[src/pkg/cssu_defines.vh]
`ifndef CSSU_DEFINES_VH
`define CSSU_DEFINES_VH

// --------------------------------------------------------------------
// Register map (byte addresses, 32-bit words)
// --------------------------------------------------------------------
`define CSSU_ADDR_CTRL      8'h00
`define CSSU_ADDR_STATUS    8'h04
`define CSSU_CTRL_RESET     5'h00
`define CSSU_CTRL_MODE_LSB  0
`define CSSU_CTRL_MODE_MSB  2
`define CSSU_CTRL_SLEEP_BIT 3
`define CSSU_CTRL_ASYX_BIT  4

// --------------------------------------------------------------------
// Source-select codes
// --------------------------------------------------------------------
`define CSSU_SRC_EXT        4'h0
`define CSSU_SRC_RSVD       4'h1
`define CSSU_SRC_RC8M       4'h2
`define CSSU_SRC_RC128K     4'h3
`define CSSU_SRC_LF_LO      4'h4
`define CSSU_SRC_FS_LO      4'h6
`define CSSU_SRC_LP_LO      4'h8

// --------------------------------------------------------------------
// Oscillator input lanes
// --------------------------------------------------------------------
`define CSSU_LANE_EXT       0
`define CSSU_LANE_RC128K    1
`define CSSU_LANE_RC8M      2
`define CSSU_LANE_LF        3
`define CSSU_LANE_LP        4
`define CSSU_LANE_FS        5
`define CSSU_LANE_ASY32K    6
`define CSSU_LANE_WDOG      7
`define CSSU_LANE_WAKE      8
`define CSSU_LANES          9

// --------------------------------------------------------------------
// Sleep modes
// --------------------------------------------------------------------
`define CSSU_SLP_IDLE       3'h0
`define CSSU_SLP_NOISE      3'h1
`define CSSU_SLP_PDOWN      3'h2
`define CSSU_SLP_PSAVE      3'h3
`define CSSU_SLP_STBY       3'h6
`define CSSU_SLP_XSTBY      3'h7

// --------------------------------------------------------------------
// Timing counts (oscillator cycles)
// --------------------------------------------------------------------
`define CSSU_TOUT_NONE      16'h0000
`define CSSU_TOUT_SHORT     16'h0200
`define CSSU_TOUT_LONG      16'h2000
`define CSSU_SU_EXT         16'h0006
`define CSSU_SU_258         16'h0102
`define CSSU_SU_1K          16'h0400
`define CSSU_SU_16K         16'h4000
`define CSSU_SU_32K         16'h8000
`define CSSU_DIV8_LAST      3'h7

// --------------------------------------------------------------------
// Sequencer states
// --------------------------------------------------------------------
`define CSSU_ST_TOUT        3'h0
`define CSSU_ST_START       3'h1
`define CSSU_ST_RUN         3'h2
`define CSSU_ST_SLEEP       3'h3
`define CSSU_ST_WAKE        3'h4

`endif

[src/verilog/cssu_clock_ctrl.v]
// Overview of operation
// - Route selected source into clock generator
// - Crystal oscillators chosen by code ranges
// - RC, 128k, external fixed codes; one reserved
// - Fuse bit one unprogrammed, zero programmed
// - Shipped state: internal RC divided by eight
// - Shipped start-up code gives maximum time-out
// - Extra time-out after other resets release
// - Time-out 0, 512 or 8192 watchdog cycles
// - Ripple counter holds reset for start-up
// - Start-up from 6 to 32K cycles
// - Reset: both delays; deep wake: start-up only
// - Each clock domain halted by sleep mode
// - Core clock halt stops core operation
// - Async interrupt sensing without peripheral clock
// - Serial start, address match without clock
// - Program-memory clock follows core clock
// - Async timer from external or 32 kHz
// - Async timer domain runs during sleep
// - Converter domain live with core halted
// - Programmed divide fuse divides by eight
// - Crystal start-up 258, 1K or 16K cycles
`timescale 1ns/1ps
`include "cssu_defines.vh"

module cssu_clock_ctrl #(
    parameter [15:0] TOUT_LONG_CYC = `CSSU_TOUT_LONG,
    parameter [15:0] SU_16K_CYC    = `CSSU_SU_16K,
    parameter [15:0] SU_32K_CYC    = `CSSU_SU_32K
) (
    input  wire        clk_i,
    input  wire        rst_i,
    input  wire [3:0]  clock_source_select_fuses_i,
    input  wire [1:0]  startup_time_fuses_i,
    input  wire        divide_by_eight_fuse_i,
    input  wire [8:0]  osc_i,
    input  wire        wb_cyc_i,
    input  wire        wb_stb_i,
    input  wire        wb_we_i,
    input  wire [7:0]  wb_adr_i,
    input  wire [3:0]  wb_sel_i,
    input  wire [31:0] wb_dat_i,
    output reg  [31:0] wb_dat_o,
    output reg         wb_ack_o,
    output reg         int_reset_o,
    output reg         core_clock_en_o,
    output reg         peripheral_clock_en_o,
    output reg         program_memory_clock_en_o,
    output reg         async_timer_clock_en_o,
    output reg         converter_clock_en_o,
    output reg  [6:0]  source_onehot_o
);

    // ----------------------------------------------------------------
    // Input synchronisers
    // ----------------------------------------------------------------
    reg  [8:0] sync1_reg;
    reg  [8:0] sync2_reg;
    reg  [8:0] sync3_reg;
    reg  [8:0] level_reg;
    wire [8:0] agree     = ~(sync2_reg ^ sync3_reg);
    wire [8:0] rise      = agree & sync2_reg & ~level_reg;

    // Three stages; a change counts once stages two and three agree.
    // The oscillator lanes are far slower than clk_i, so a rise is
    // seen as a level change rather than used as a clock. This keeps
    // one clock domain; a lane must hold each level two clk_i
    // cycles or longer, or its pulse is lost.

    // Only stage two feeds stage three; stage one stays private
    always @(posedge clk_i) begin
        if (rst_i) begin
            sync1_reg <= 9'h000;
            sync2_reg <= 9'h000;
            sync3_reg <= 9'h000;
            level_reg <= 9'h000;
        end else begin
            sync1_reg <= osc_i;
            sync2_reg <= sync1_reg;
            sync3_reg <= sync2_reg;
            level_reg <= (agree & sync2_reg) | (~agree & level_reg);
        end
    end

    // ----------------------------------------------------------------
    // Fuse capture
    // ----------------------------------------------------------------
    reg [3:0] clock_source_select_fuses_reg;
    reg [1:0] sut_reg;
    reg       div8_reg;

    // Fuses are only looked at while reset is held.
    // Holding them afterwards keeps a fuse being reprogrammed
    // mid-run from switching the source under a running core.
    always @(posedge clk_i) begin
        if (rst_i) begin
            clock_source_select_fuses_reg <= clock_source_select_fuses_i;
            sut_reg   <= startup_time_fuses_i;
            div8_reg  <= divide_by_eight_fuse_i;
        end
    end

    // ----------------------------------------------------------------
    // Source decode and start-up figures
    // ----------------------------------------------------------------
    reg  [6:0]  src_onehot;
    reg  [15:0] tout_cyc;
    reg  [15:0] su_cyc;
    wire        src_valid = (clock_source_select_fuses_reg != `CSSU_SRC_RSVD);
    wire        sel_tick  = |(src_onehot & rise[6:0]);

    // Combinational decode of the held fuses.
    // The reserved code leaves the one-hot empty, so no lane
    // ever ticks and the start-up count never completes.
    always @* begin
        src_onehot = 7'h00;
        tout_cyc   = `CSSU_TOUT_NONE;
        su_cyc     = `CSSU_SU_EXT;
        if (clock_source_select_fuses_reg >= `CSSU_SRC_LP_LO) begin
            src_onehot[`CSSU_LANE_LP] = 1'b1;
        end else if (clock_source_select_fuses_reg >= `CSSU_SRC_FS_LO) begin
            src_onehot[`CSSU_LANE_FS] = 1'b1;
        end else if (clock_source_select_fuses_reg >= `CSSU_SRC_LF_LO) begin
            src_onehot[`CSSU_LANE_LF] = 1'b1;
        end else if (clock_source_select_fuses_reg == `CSSU_SRC_RC128K) begin
            src_onehot[`CSSU_LANE_RC128K] = 1'b1;
        end else if (clock_source_select_fuses_reg == `CSSU_SRC_RC8M) begin
            src_onehot[`CSSU_LANE_RC8M] = 1'b1;
        end else if (clock_source_select_fuses_reg == `CSSU_SRC_EXT) begin
            src_onehot[`CSSU_LANE_EXT] = 1'b1;
        end
        if (clock_source_select_fuses_reg >= `CSSU_SRC_FS_LO) begin
            // Crystal and resonator table on CKSEL0 plus two STARTUP_TIME_FUSES bits
            case ({clock_source_select_fuses_reg[0], sut_reg})
                // Resonator, fast rising supply
                3'h0: begin
                    su_cyc   = `CSSU_SU_258;
                    tout_cyc = `CSSU_TOUT_SHORT;
                end
                // Resonator, slowly rising supply
                3'h1: begin
                    su_cyc   = `CSSU_SU_258;
                    tout_cyc = TOUT_LONG_CYC;
                end
                // Resonator with brown-out detector: no time-out
                3'h2: begin
                    su_cyc   = `CSSU_SU_1K;
                    tout_cyc = `CSSU_TOUT_NONE;
                end
                // Resonator, fast rising supply, long start-up
                3'h3: begin
                    su_cyc   = `CSSU_SU_1K;
                    tout_cyc = `CSSU_TOUT_SHORT;
                end
                // Resonator, slow supply, long start-up
                3'h4: begin
                    su_cyc   = `CSSU_SU_1K;
                    tout_cyc = TOUT_LONG_CYC;
                end
                // Crystal with brown-out detector: no time-out
                3'h5: begin
                    su_cyc   = SU_16K_CYC;
                    tout_cyc = `CSSU_TOUT_NONE;
                end
                // Crystal, fast rising supply
                3'h6: begin
                    su_cyc   = SU_16K_CYC;
                    tout_cyc = `CSSU_TOUT_SHORT;
                end
                // Crystal, slowly rising supply
                default: begin
                    su_cyc   = SU_16K_CYC;
                    tout_cyc = TOUT_LONG_CYC;
                end
            endcase
        end else begin
            // Slow crystal waits longest; RC and external are quick
            if (clock_source_select_fuses_reg >= `CSSU_SRC_LF_LO) begin
                su_cyc = SU_32K_CYC;
            end else begin
                su_cyc = `CSSU_SU_EXT;
            end
            case (sut_reg)
                2'h0:    tout_cyc = `CSSU_TOUT_NONE;
                2'h1:    tout_cyc = `CSSU_TOUT_SHORT;
                default: tout_cyc = TOUT_LONG_CYC;
            endcase
        end
    end

    // ----------------------------------------------------------------
    // System prescaler
    // ----------------------------------------------------------------
    reg  [2:0] pre_reg;
    wire       div8_on  = ~div8_reg;               // Zero = programmed
    wire       div8_due = (pre_reg == `CSSU_DIV8_LAST);
    wire       sys_tick = sel_tick & (~div8_on | div8_due);

    // Free-running modulo-eight count of selected source rises.
    // It is not cleared on sleep or wake, so the first tick after
    // a wake may come sooner than eight rises; a trade for less
    // logic, since no domain relies on the phase of the divider.
    always @(posedge clk_i) begin
        if (rst_i) begin
            pre_reg <= 3'h0;
        end else if (sel_tick) begin
            pre_reg <= pre_reg + 3'h1;
        end
    end

    // ----------------------------------------------------------------
    // Register bank and bus slave
    // ----------------------------------------------------------------
    reg  [4:0] ctrl_reg;
    reg  [2:0] state_reg;
    reg        sleep_req_reg;
    wire       bus_hit = wb_cyc_i & wb_stb_i & ~wb_ack_o;
    wire       wr_ctrl = bus_hit & wb_we_i & wb_sel_i[0]
                         & (wb_adr_i == `CSSU_ADDR_CTRL);

    // Single-cycle ack; write of sleep bit posts a sleep request.
    // Ack is masked by its own value, so a master that keeps the
    // request up one cycle too long is never answered twice.
    // Read data is zero outside ack, easing a wired-or bus.
    always @(posedge clk_i) begin
        if (rst_i) begin
            wb_ack_o      <= 1'b0;
            wb_dat_o      <= 32'h0000_0000;
            ctrl_reg      <= `CSSU_CTRL_RESET;
            sleep_req_reg <= 1'b0;
        end else begin
            wb_ack_o <= bus_hit;
            wb_dat_o <= 32'h0000_0000;
            if (bus_hit & ~wb_we_i) begin
                case (wb_adr_i)
                    `CSSU_ADDR_CTRL:   wb_dat_o <= {27'h0, ctrl_reg};
                    `CSSU_ADDR_STATUS: wb_dat_o <= {21'h0, int_reset_o,
                        state_reg, div8_reg, sut_reg, clock_source_select_fuses_reg};
                    default:           wb_dat_o <= 32'h0000_0000;
                endcase
            end
            if (wr_ctrl) begin
                ctrl_reg <= {wb_dat_i[4], 1'b0, wb_dat_i[2:0]};
            end
            // Request kept until the sequencer takes it
            if (wr_ctrl & wb_dat_i[`CSSU_CTRL_SLEEP_BIT]) begin
                sleep_req_reg <= 1'b1;
            end else if (state_reg == `CSSU_ST_SLEEP) begin
                sleep_req_reg <= 1'b0;
            end
        end
    end

    // ----------------------------------------------------------------
    // Start-up sequencer
    // ----------------------------------------------------------------
    reg  [15:0] cnt_reg;
    reg  [2:0]  mode_reg;
    wire [2:0]  mode;
    assign mode = ctrl_reg[`CSSU_CTRL_MODE_MSB:`CSSU_CTRL_MODE_LSB];
    wire        wake      = level_reg[`CSSU_LANE_WAKE];
    wire        deep      = (mode_reg == `CSSU_SLP_PDOWN) |
                            (mode_reg == `CSSU_SLP_PSAVE);
    wire        wdt_tick  = rise[`CSSU_LANE_WDOG];

    // Time-out, then start-up, then run; sleep and wake loop on run.
    // Counts complete at or above their target, so a zero time-out
    // passes in a single clock. The watchdog lane is counted even
    // when the main source is dead, so the time-out always ends.
    always @(posedge clk_i) begin
        if (rst_i) begin
            state_reg <= `CSSU_ST_TOUT;
            cnt_reg   <= 16'h0000;
            mode_reg  <= `CSSU_SLP_IDLE;
        end else begin
            case (state_reg)
                `CSSU_ST_TOUT: begin
                    // Counted on the watchdog oscillator
                    if (cnt_reg >= tout_cyc) begin
                        state_reg <= `CSSU_ST_START;
                        cnt_reg   <= 16'h0000;
                    end else if (wdt_tick) begin
                        cnt_reg <= cnt_reg + 16'h0001;
                    end
                end
                `CSSU_ST_START, `CSSU_ST_WAKE: begin
                    // Reserved source never ticks, so reset stays held
                    if (src_valid & (cnt_reg >= su_cyc)) begin
                        state_reg <= `CSSU_ST_RUN;
                        cnt_reg   <= 16'h0000;
                    end else if (sel_tick) begin
                        cnt_reg <= cnt_reg + 16'h0001;
                    end
                end
                `CSSU_ST_RUN: begin
                    if (sleep_req_reg) begin
                        state_reg <= `CSSU_ST_SLEEP;
                        mode_reg  <= mode;
                    end
                end
                `CSSU_ST_SLEEP: begin
                    // Deep modes stopped the oscillator: wait start-up
                    if (wake & deep) begin
                        state_reg <= `CSSU_ST_WAKE;
                        cnt_reg   <= 16'h0000;
                    end else if (wake) begin
                        state_reg <= `CSSU_ST_RUN;
                    end
                end
                default: begin
                    state_reg <= `CSSU_ST_TOUT;
                end
            endcase
        end
    end

    // ----------------------------------------------------------------
    // Domain gating
    // ----------------------------------------------------------------
    wire running = (state_reg == `CSSU_ST_RUN);
    wire asleep  = (state_reg == `CSSU_ST_SLEEP);
    wire slp_per = asleep & (mode_reg == `CSSU_SLP_IDLE);
    wire slp_cnv = asleep & ((mode_reg == `CSSU_SLP_IDLE) |
                             (mode_reg == `CSSU_SLP_NOISE));
    wire slp_asy = ~asleep | (mode_reg == `CSSU_SLP_IDLE) |
                   (mode_reg == `CSSU_SLP_NOISE) |
                   (mode_reg == `CSSU_SLP_PSAVE) |
                   (mode_reg == `CSSU_SLP_XSTBY);
    wire asy_src = ctrl_reg[`CSSU_CTRL_ASYX_BIT] ? rise[`CSSU_LANE_EXT]
                                                 : rise[`CSSU_LANE_ASY32K];

    // Enables are whole-cycle pulses, so a gated edge is never cut short.
    // Downstream logic uses them as clock enables on clk_i; no clock
    // is gated in logic, which avoids glitches at the cost of one
    // extra flop of delay between a source rise and its tick.
    always @(posedge clk_i) begin
        if (rst_i) begin
            int_reset_o               <= 1'b1;
            core_clock_en_o           <= 1'b0;
            peripheral_clock_en_o     <= 1'b0;
            program_memory_clock_en_o <= 1'b0;
            async_timer_clock_en_o    <= 1'b0;
            converter_clock_en_o      <= 1'b0;
            source_onehot_o           <= 7'h00;
        end else begin
            int_reset_o <= (state_reg == `CSSU_ST_TOUT) |
                           (state_reg == `CSSU_ST_START);
            core_clock_en_o           <= sys_tick & running;
            program_memory_clock_en_o <= sys_tick & running;
            peripheral_clock_en_o     <= sys_tick &
                                         (running | slp_per);
            converter_clock_en_o      <= sys_tick &
                                         (running | slp_cnv);
            async_timer_clock_en_o    <= asy_src & slp_asy;
            source_onehot_o           <= src_onehot;
        end
    end

endmodule

[config.mk]
export PLATFORM = sky130hd
export DESIGN_NAME = cssu_clock_ctrl
export DESIGN_NICKNAME = d
export VERILOG_FILES = /design/src/verilog/cssu_clock_ctrl.v
export VERILOG_INCLUDE_DIRS = /design/src /design/src/pkg
export SDC_FILE = /design/constraint.sdc
export NUM_CORES = 1
export LEC_CHECK = 0
export BUFFER_PORTS_ARGS = -buffer_cell sky130_fd_sc_hd__buf_2
export CAP_MARGIN = 40
export CORE_MARGIN = 3
export CORE_UTILIZATION = 50
export CTS_BUF_LIST = sky130_fd_sc_hd__clkbuf_8
export CTS_CLUSTER_SIZE = 20
export DETAILED_ROUTE_END_ITERATION = 6
export PLACE_DENSITY = 0.87
export SLEW_MARGIN = 5
export SYNTH_ARGS = -nofsm -noshare
export SYNTH_HDL_FRONTEND = slang
export SYNTH_SLANG_ARGS = --single-unit
export TNS_END_PERCENT = 50
[constraint.sdc]
create_clock -name clk_i -period 4.25 [get_ports clk_i]
set_input_delay 0.425 -clock clk_i [delete_from_list [all_inputs] [get_ports clk_i]]
set_output_delay 0.425 -clock clk_i [all_outputs]
set_load 0.01 [all_outputs]
==> results.cfg, run 1 <==
[place]
port_buffers = 58
place_hpwl_mm = 6.048
placedCellCount = 582
globalplace.congestion = 0.8386

[clock_tree]
path_clk_slew_ns = 0.09
ctsHtreeMaxLevel = 3
ctsResizeCount = 0
clock_sinks = 96
cts_tree = yes
clkLatencyLatePin_ns = 0.37
cts_buffers = 9
postCtsSetupRepairBufs = 0
clockRootBuffer = clkbuf_8
cts_buffer_depth = 2
postCtsHoldBufs = 0

[logic_synthesis]
ys_ff_latch = 96
yosysSeqAreaShare_pct = 46.28
synth-edff-count = 7
avgSynthCellArea_um2 = 9.804
synthArstFlopShare_pct = 0
synth.largest_area_cell = dfxtp_1
netlist_top_cells_area = dfxtp_1 (41%), ha_1 (5.8%), mux2i_1 (5.3%)
synth_area_um2 = 4304
synth_top_area_share_pct = 41.40
synth_cell_types = 61
synth_ff_type = dfxtp_1
ys_warn_count = 0
syn_inst = 439
synth.most_common_cell = dfxtp_1
ys_top_cells_by_count = dfxtp_1 (89), nor2_1 (44), nor2b_1 (33)

[grt]
grt_max_degree = 72
grtUsageTotal_pct = 17.11
antenna_found_initial = 0
grt-ovfl-total = 0
grt_pass1_vias = 3040
grt_pass1_wl_mm = 13.61

[floorplan]
coreArea_um2 = 8299
ioPinCount = 111
die_area_um2 = 9757
row_count = 33
fp.dieH_um = 98.78
die_w_um = 98.78
start_util_pct = 51.86

[layout]
multi_input_area_um2 = 2077
layoutNonFillerInstCount = 598
nets = 573
drive_gt1_share_pct = 20.89
seqCellArea_um2 = 1992
antenna_cells = 0
largest_reg_flops = 16
final_util_pct = 58.06
nFillCells = 683
area_growth_pct = 11.95

[worst_setup_path]
critical_path_class = reg -> reg
critPathMaxFanout = 13
setup.worst_path.start_class = register
worstPathRequired_ns = 4.47
cp-startpoint = clock_source_select_fuses_reg[2]
r2r-start = clock_source_select_fuses_reg[2]
worstPathArrival_ns = 3.75
cp-end-kind = register

[sta]
setup_tns_ns = 0
period_minus_slack_ns = 3.535
drv_slew = 0
skew_ns = 0.01051
tightest_slew_ns = 0.8044
grt_setup_unrepaired = false
hold_ws_ns = 0.2248
setup-violations-final = 0
finalCritPeriodShare_pct = 83.17
hold_viol = 0
max_slew_margin_pct = 46.34
max_clock_freq_mhz = 282.9

[power_and_ir_drop]
pwr-share-seq_pct = 47.4
netSwitchingFraction_pct = 27.30
clock_power_share_pct = 36.5
p_per_area_nw_per_um2 = 434.8
intPower_mw = 1.523
power_mw = 2.095
leakage_nw = 2.010
comb_power_share_pct = 16.1
p_switching_mw = 0.5719
peakVddDrop_uv = 268.2

[worst_hold_path]
min_from = clock_source_select_fuses_i[2]
holdCritPathClass = in -> reg

[route]
dr.pass1.iters = 4
drtIter0Drc = 186
num_vias = 3179
wl_mm = 8.206
drcViolationCount = 0
ant_nets = 0
wl_per_cell_um = 13.72
routed_via_density = 5.316

[outcome]
status = completed

[run]
max-cap-violations = 0
[worst max-delay path, cell delays in order (launching register included)]
cell      delay [ns]
edfxtp_1        0.53
a21oi_1         0.21
or3b_2          0.53
ha_1            0.31
nand4_1         0.08
nor4_1          0.46
o41ai_4         0.22
a22o_2          0.32
o21bai_2        0.64
a21oi_1         0.08
[path summary, 6_finish.rpt]
check / slack, ns / to / cells after the start
hold reg to reg: 0.45 / sync2_reg[5] / 1
hold / removal: 0.22 / clock_source_select_fuses_reg[2] / 1
setup reg to reg: 0.72 / cnt_reg[4] / 9
setup / recovery: 0.72 / cnt_reg[4] / 9
[cell families after synthesis]
kind of cell,count (synthesis),share of synthesized area (%)
compound gates,68,11.86
flops,96,46.28
fa+ha+maj,20,5.814
other cells,1,0.08713
xor+xnor,2,0.4071
mux,23,5.349
buf+inv,56,7.296
simple gates,173,22.91
[routing by layer]
metal | wire length, um | global-route usage [%] | vias to the layer above | part of all wire (%)
met4 | 127 | 6.303 | 0 | 1.5
met2 | 4179 | 30.22 | 93 | 51
met1 | 3414 | 19.78 | 1490 | 42
met5 | 0 | 0 | - | 0
met3 | 484 | 4.600 | 13 | 5.9
li1 | - | - | 1583 | -
[per-stage QoR]
step	cell area, um^2	setup WS (ns)
after floorplan	4383	1.277
after global placement	4551	0.9129
after detailed placement	4551	0.7665
after CTS	4818	0.7469
after global routing	4818	0.3598
final	4818	0.7151
[power groups by stage]
| stage | logic [mW] | registers, mW | clock network [mW] |
|---|---|---|---|
| 4_1_cts | 0.337 | 0.991 | 0.783 |
| 3_3_place_gp | 0.320 | 1.01 | 0 |
| 2_1_floorplan | 0.321 | 0.982 | 0 |
| 3_5_place_dp | 0.335 | 1.01 | 0 |
| 5_1_grt | 0.379 | 0.998 | 0.820 |
| 6_report | 0.338 | 0.992 | 0.765 |
[cell type report]
cell class | count | share of cell area (%)
multi-input cells | 308 | 43.11
flip-flops and latches | 96 | 41.34
repair buffers | 59 | 6.180
clock inverters | 7 | 2.986
well taps | 105 | 2.727
clock buffers | 9 | 2.571
inverters | 14 | 1.091
[cell usage in the layout, fill, tap and decap left out, types with 5 or more instances in the layout]
cell type,Yosys,routed
a21oi_2,11,11
ha_1,20,20
dfxtp_1,89,89
o21ai_1,6,6
or3_1,12,12
nor2b_1,33,33
conb_1,1,22
edfxtp_1,7,7
inv_1,14,15
and2_1,8,8
a21oi_1,16,16
nand2_1,16,16
nor3_1,7,7
nand3_1,9,9
o21ai_0,11,11
buf_2,2,58
nand4_1,5,5
mux2i_1,23,23
nor2_1,44,44
clkbuf_8,0,9
or4_1,5,5
No activity file was read; power rests on OpenSTA's default activity.
==> run 2, diff against run 1 <==
Settings changed: CORE_UTILIZATION 50 to 49, PLACE_DENSITY 0.87 to 0.89.
Clock period 4.25 ns to 3.15 ns, I/O delays scaled along.
==> results.cfg, run 2 (synthesized netlist as in run 1, its figures left out) <==
[worst_setup_path]
critical_path_class = reg -> reg
worstPathRequired_ns = 3.45
critPathMaxFanout = 8
worstPathArrival_ns = 3.28
rr_worst_depth = 11
setup.worst_path.start_class = register
cp-end-kind = register

[grt]
grt_max_degree = 72
use_met3_pct = 5.470
grt-ovfl-total = 0
grt_pass1_vias = 3162
antenna_found_initial = 0
grtUsageTotal_pct = 17.86
grt_pass1_wl_mm = 14.38
grt_util_met1_pct = 21.40
top_usage_layer = met2
met2_usage_pct = 30.43

[power_and_ir_drop]
peakVddDrop_uv = 430.2
clock_power_share_pct = 29.5
intPower_mw = 1.910
p_switching_mw = 0.8381
power_mw = 2.748
p_per_area_nw_per_um2 = 552.2
leakage_nw = 2.085
pwr-share-seq_pct = 48.4
netSwitchingFraction_pct = 30.49
comb_power_share_pct = 22.1

[clock_tree]
clockRootBuffer = clkbuf_8
clock_sinks = 96
clkLatencyLatePin_ns = 0.37
path_clk_slew_ns = 0.09
cts_buffer_depth = 2
ctsHtreeMaxLevel = 3
cts_tree = yes
cts_buffers = 9

[layout]
largest_reg_flops = 16
nets = 593
mostFrequentLayoutCell = dfxtp_1
layoutNonFillerInstCount = 618
drive_gt1_share_pct = 25.54
area_growth_pct = 15.64
nFillCells = 704
antenna_cells = 0
mostFrequentLayoutCells = dfxtp_1 (89), buf_2 (58), nor2_1 (44)

[floorplan]
fp.dieH_um = 99.72
ioPinCount = 111
die_w_um = 99.72
row_count = 33
coreArea_um2 = 8382
start_util_pct = 51.35
die_area_um2 = 9944

[sta]
skew_ns = 0.008403
max_slew_margin_pct = 41.65
tightest_slew_ns = 0.8706
period_minus_slack_ns = 2.978
finalCritPeriodShare_pct = 94.53
hold_viol = 0
setup-violations-final = 0
max_clock_freq_mhz = 335.8
drv_slew = 0

[worst_hold_path]
min_path_cells = 1
holdCritPathClass = in -> reg

[run]
max-cap-violations = 0

[place]
placedCellCount = 594
place_hpwl_mm = 6.334
globalplace.congestion = 0.9062
port_buffers = 58

[route]
num_vias = 3344
drtIter0Drc = 145
drcViolationCount = 0
wl_mm = 8.975
wl_per_cell_um = 14.52
dr.pass1.iters = 4
ant_nets = 0
routed_via_density = 5.411

[outcome]
status = completed
[run 2: area by class of cell]
type	instances	area (um^2)	share of cell area [%]
inverter	14	52.55	1.056
timing repair buffer	77	432.9	8.698
multi-input combinational	310	2167	43.54
sequential	96	1992	40.02
clock buffer	9	123.9	2.489
clock inverter	7	77.57	1.559
tap	105	131.4	2.640
[run 2: path summary, 6_finish.rpt]
kind	to	slack, ns	start
max	cnt_reg[12]	0.17	sut_reg[1]
min	sut_reg[0]	0.12	startup_time_fuses_i[0]
max reg2reg	cnt_reg[12]	0.17	sut_reg[1]
min reg2reg	sync2_reg[5]	0.44	sync1_reg[5]
[run 2: metrics by stage]
step           utilization [%]  worst slack, ns  hold slack [ns]  instance area (um^2)  setup TNS (ns)
2_1_floorplan                -           0.1765           0.4138                  4383               0
3_3_place_gp             55.37           0.1147           0.4169                  4641               0
3_5_place_dp             55.37        -0.007732           0.4264                  4641       -0.007732
4_1_cts                  58.04         0.005838           0.1052                  4865               0
5_1_grt                  59.38         -0.05351          0.09334                  4977         -0.4301
6_report                 59.38           0.1723           0.1180                  4977               0
[run 2: worst max-delay path, stage by stage, from the launching register on]
cell and delay (ns):
edfxtp_1 0.46, buf_4 0.19, nor2_1 0.15, mux2i_1 0.08, or2_2 0.29, ha_1 0.29, o21ai_0 0.10, a211oi_2 0.32
nor4_4 0.12, and3_2 0.27, or4_1 0.51, a21oi_2 0.14
[run 2: per-layer routing]
metal	part of all wire (%)	vias to the layer above	routed length (um)
met5	0	-	0
met4	1.5	0	139
met3	6.2	18	560
met2	52	107	4641
met1	40	1594	3634
li1	-	1625	-
[run 2: power groups by stage]
| stage | combinational, mW | sequential (mW) | clock [mW] |
|---|---|---|---|
| 2_1_floorplan | 0.433 | 1.32 | 0 |
| 3_3_place_gp | 0.481 | 1.35 | 0 |
| 3_5_place_dp | 0.499 | 1.36 | 0 |
| 4_1_cts | 0.513 | 1.33 | 0.826 |
| 5_1_grt | 0.669 | 1.34 | 0.882 |
| 6_report | 0.608 | 1.33 | 0.810 |
[run 2: repair_timing]
item                       CTS  global route
cloned                       0             2
hold buffers                 0             0
buffers inserted             2             4
setup endpoints to repair    3            17
pin swaps                    0             4
resized for setup            1            13
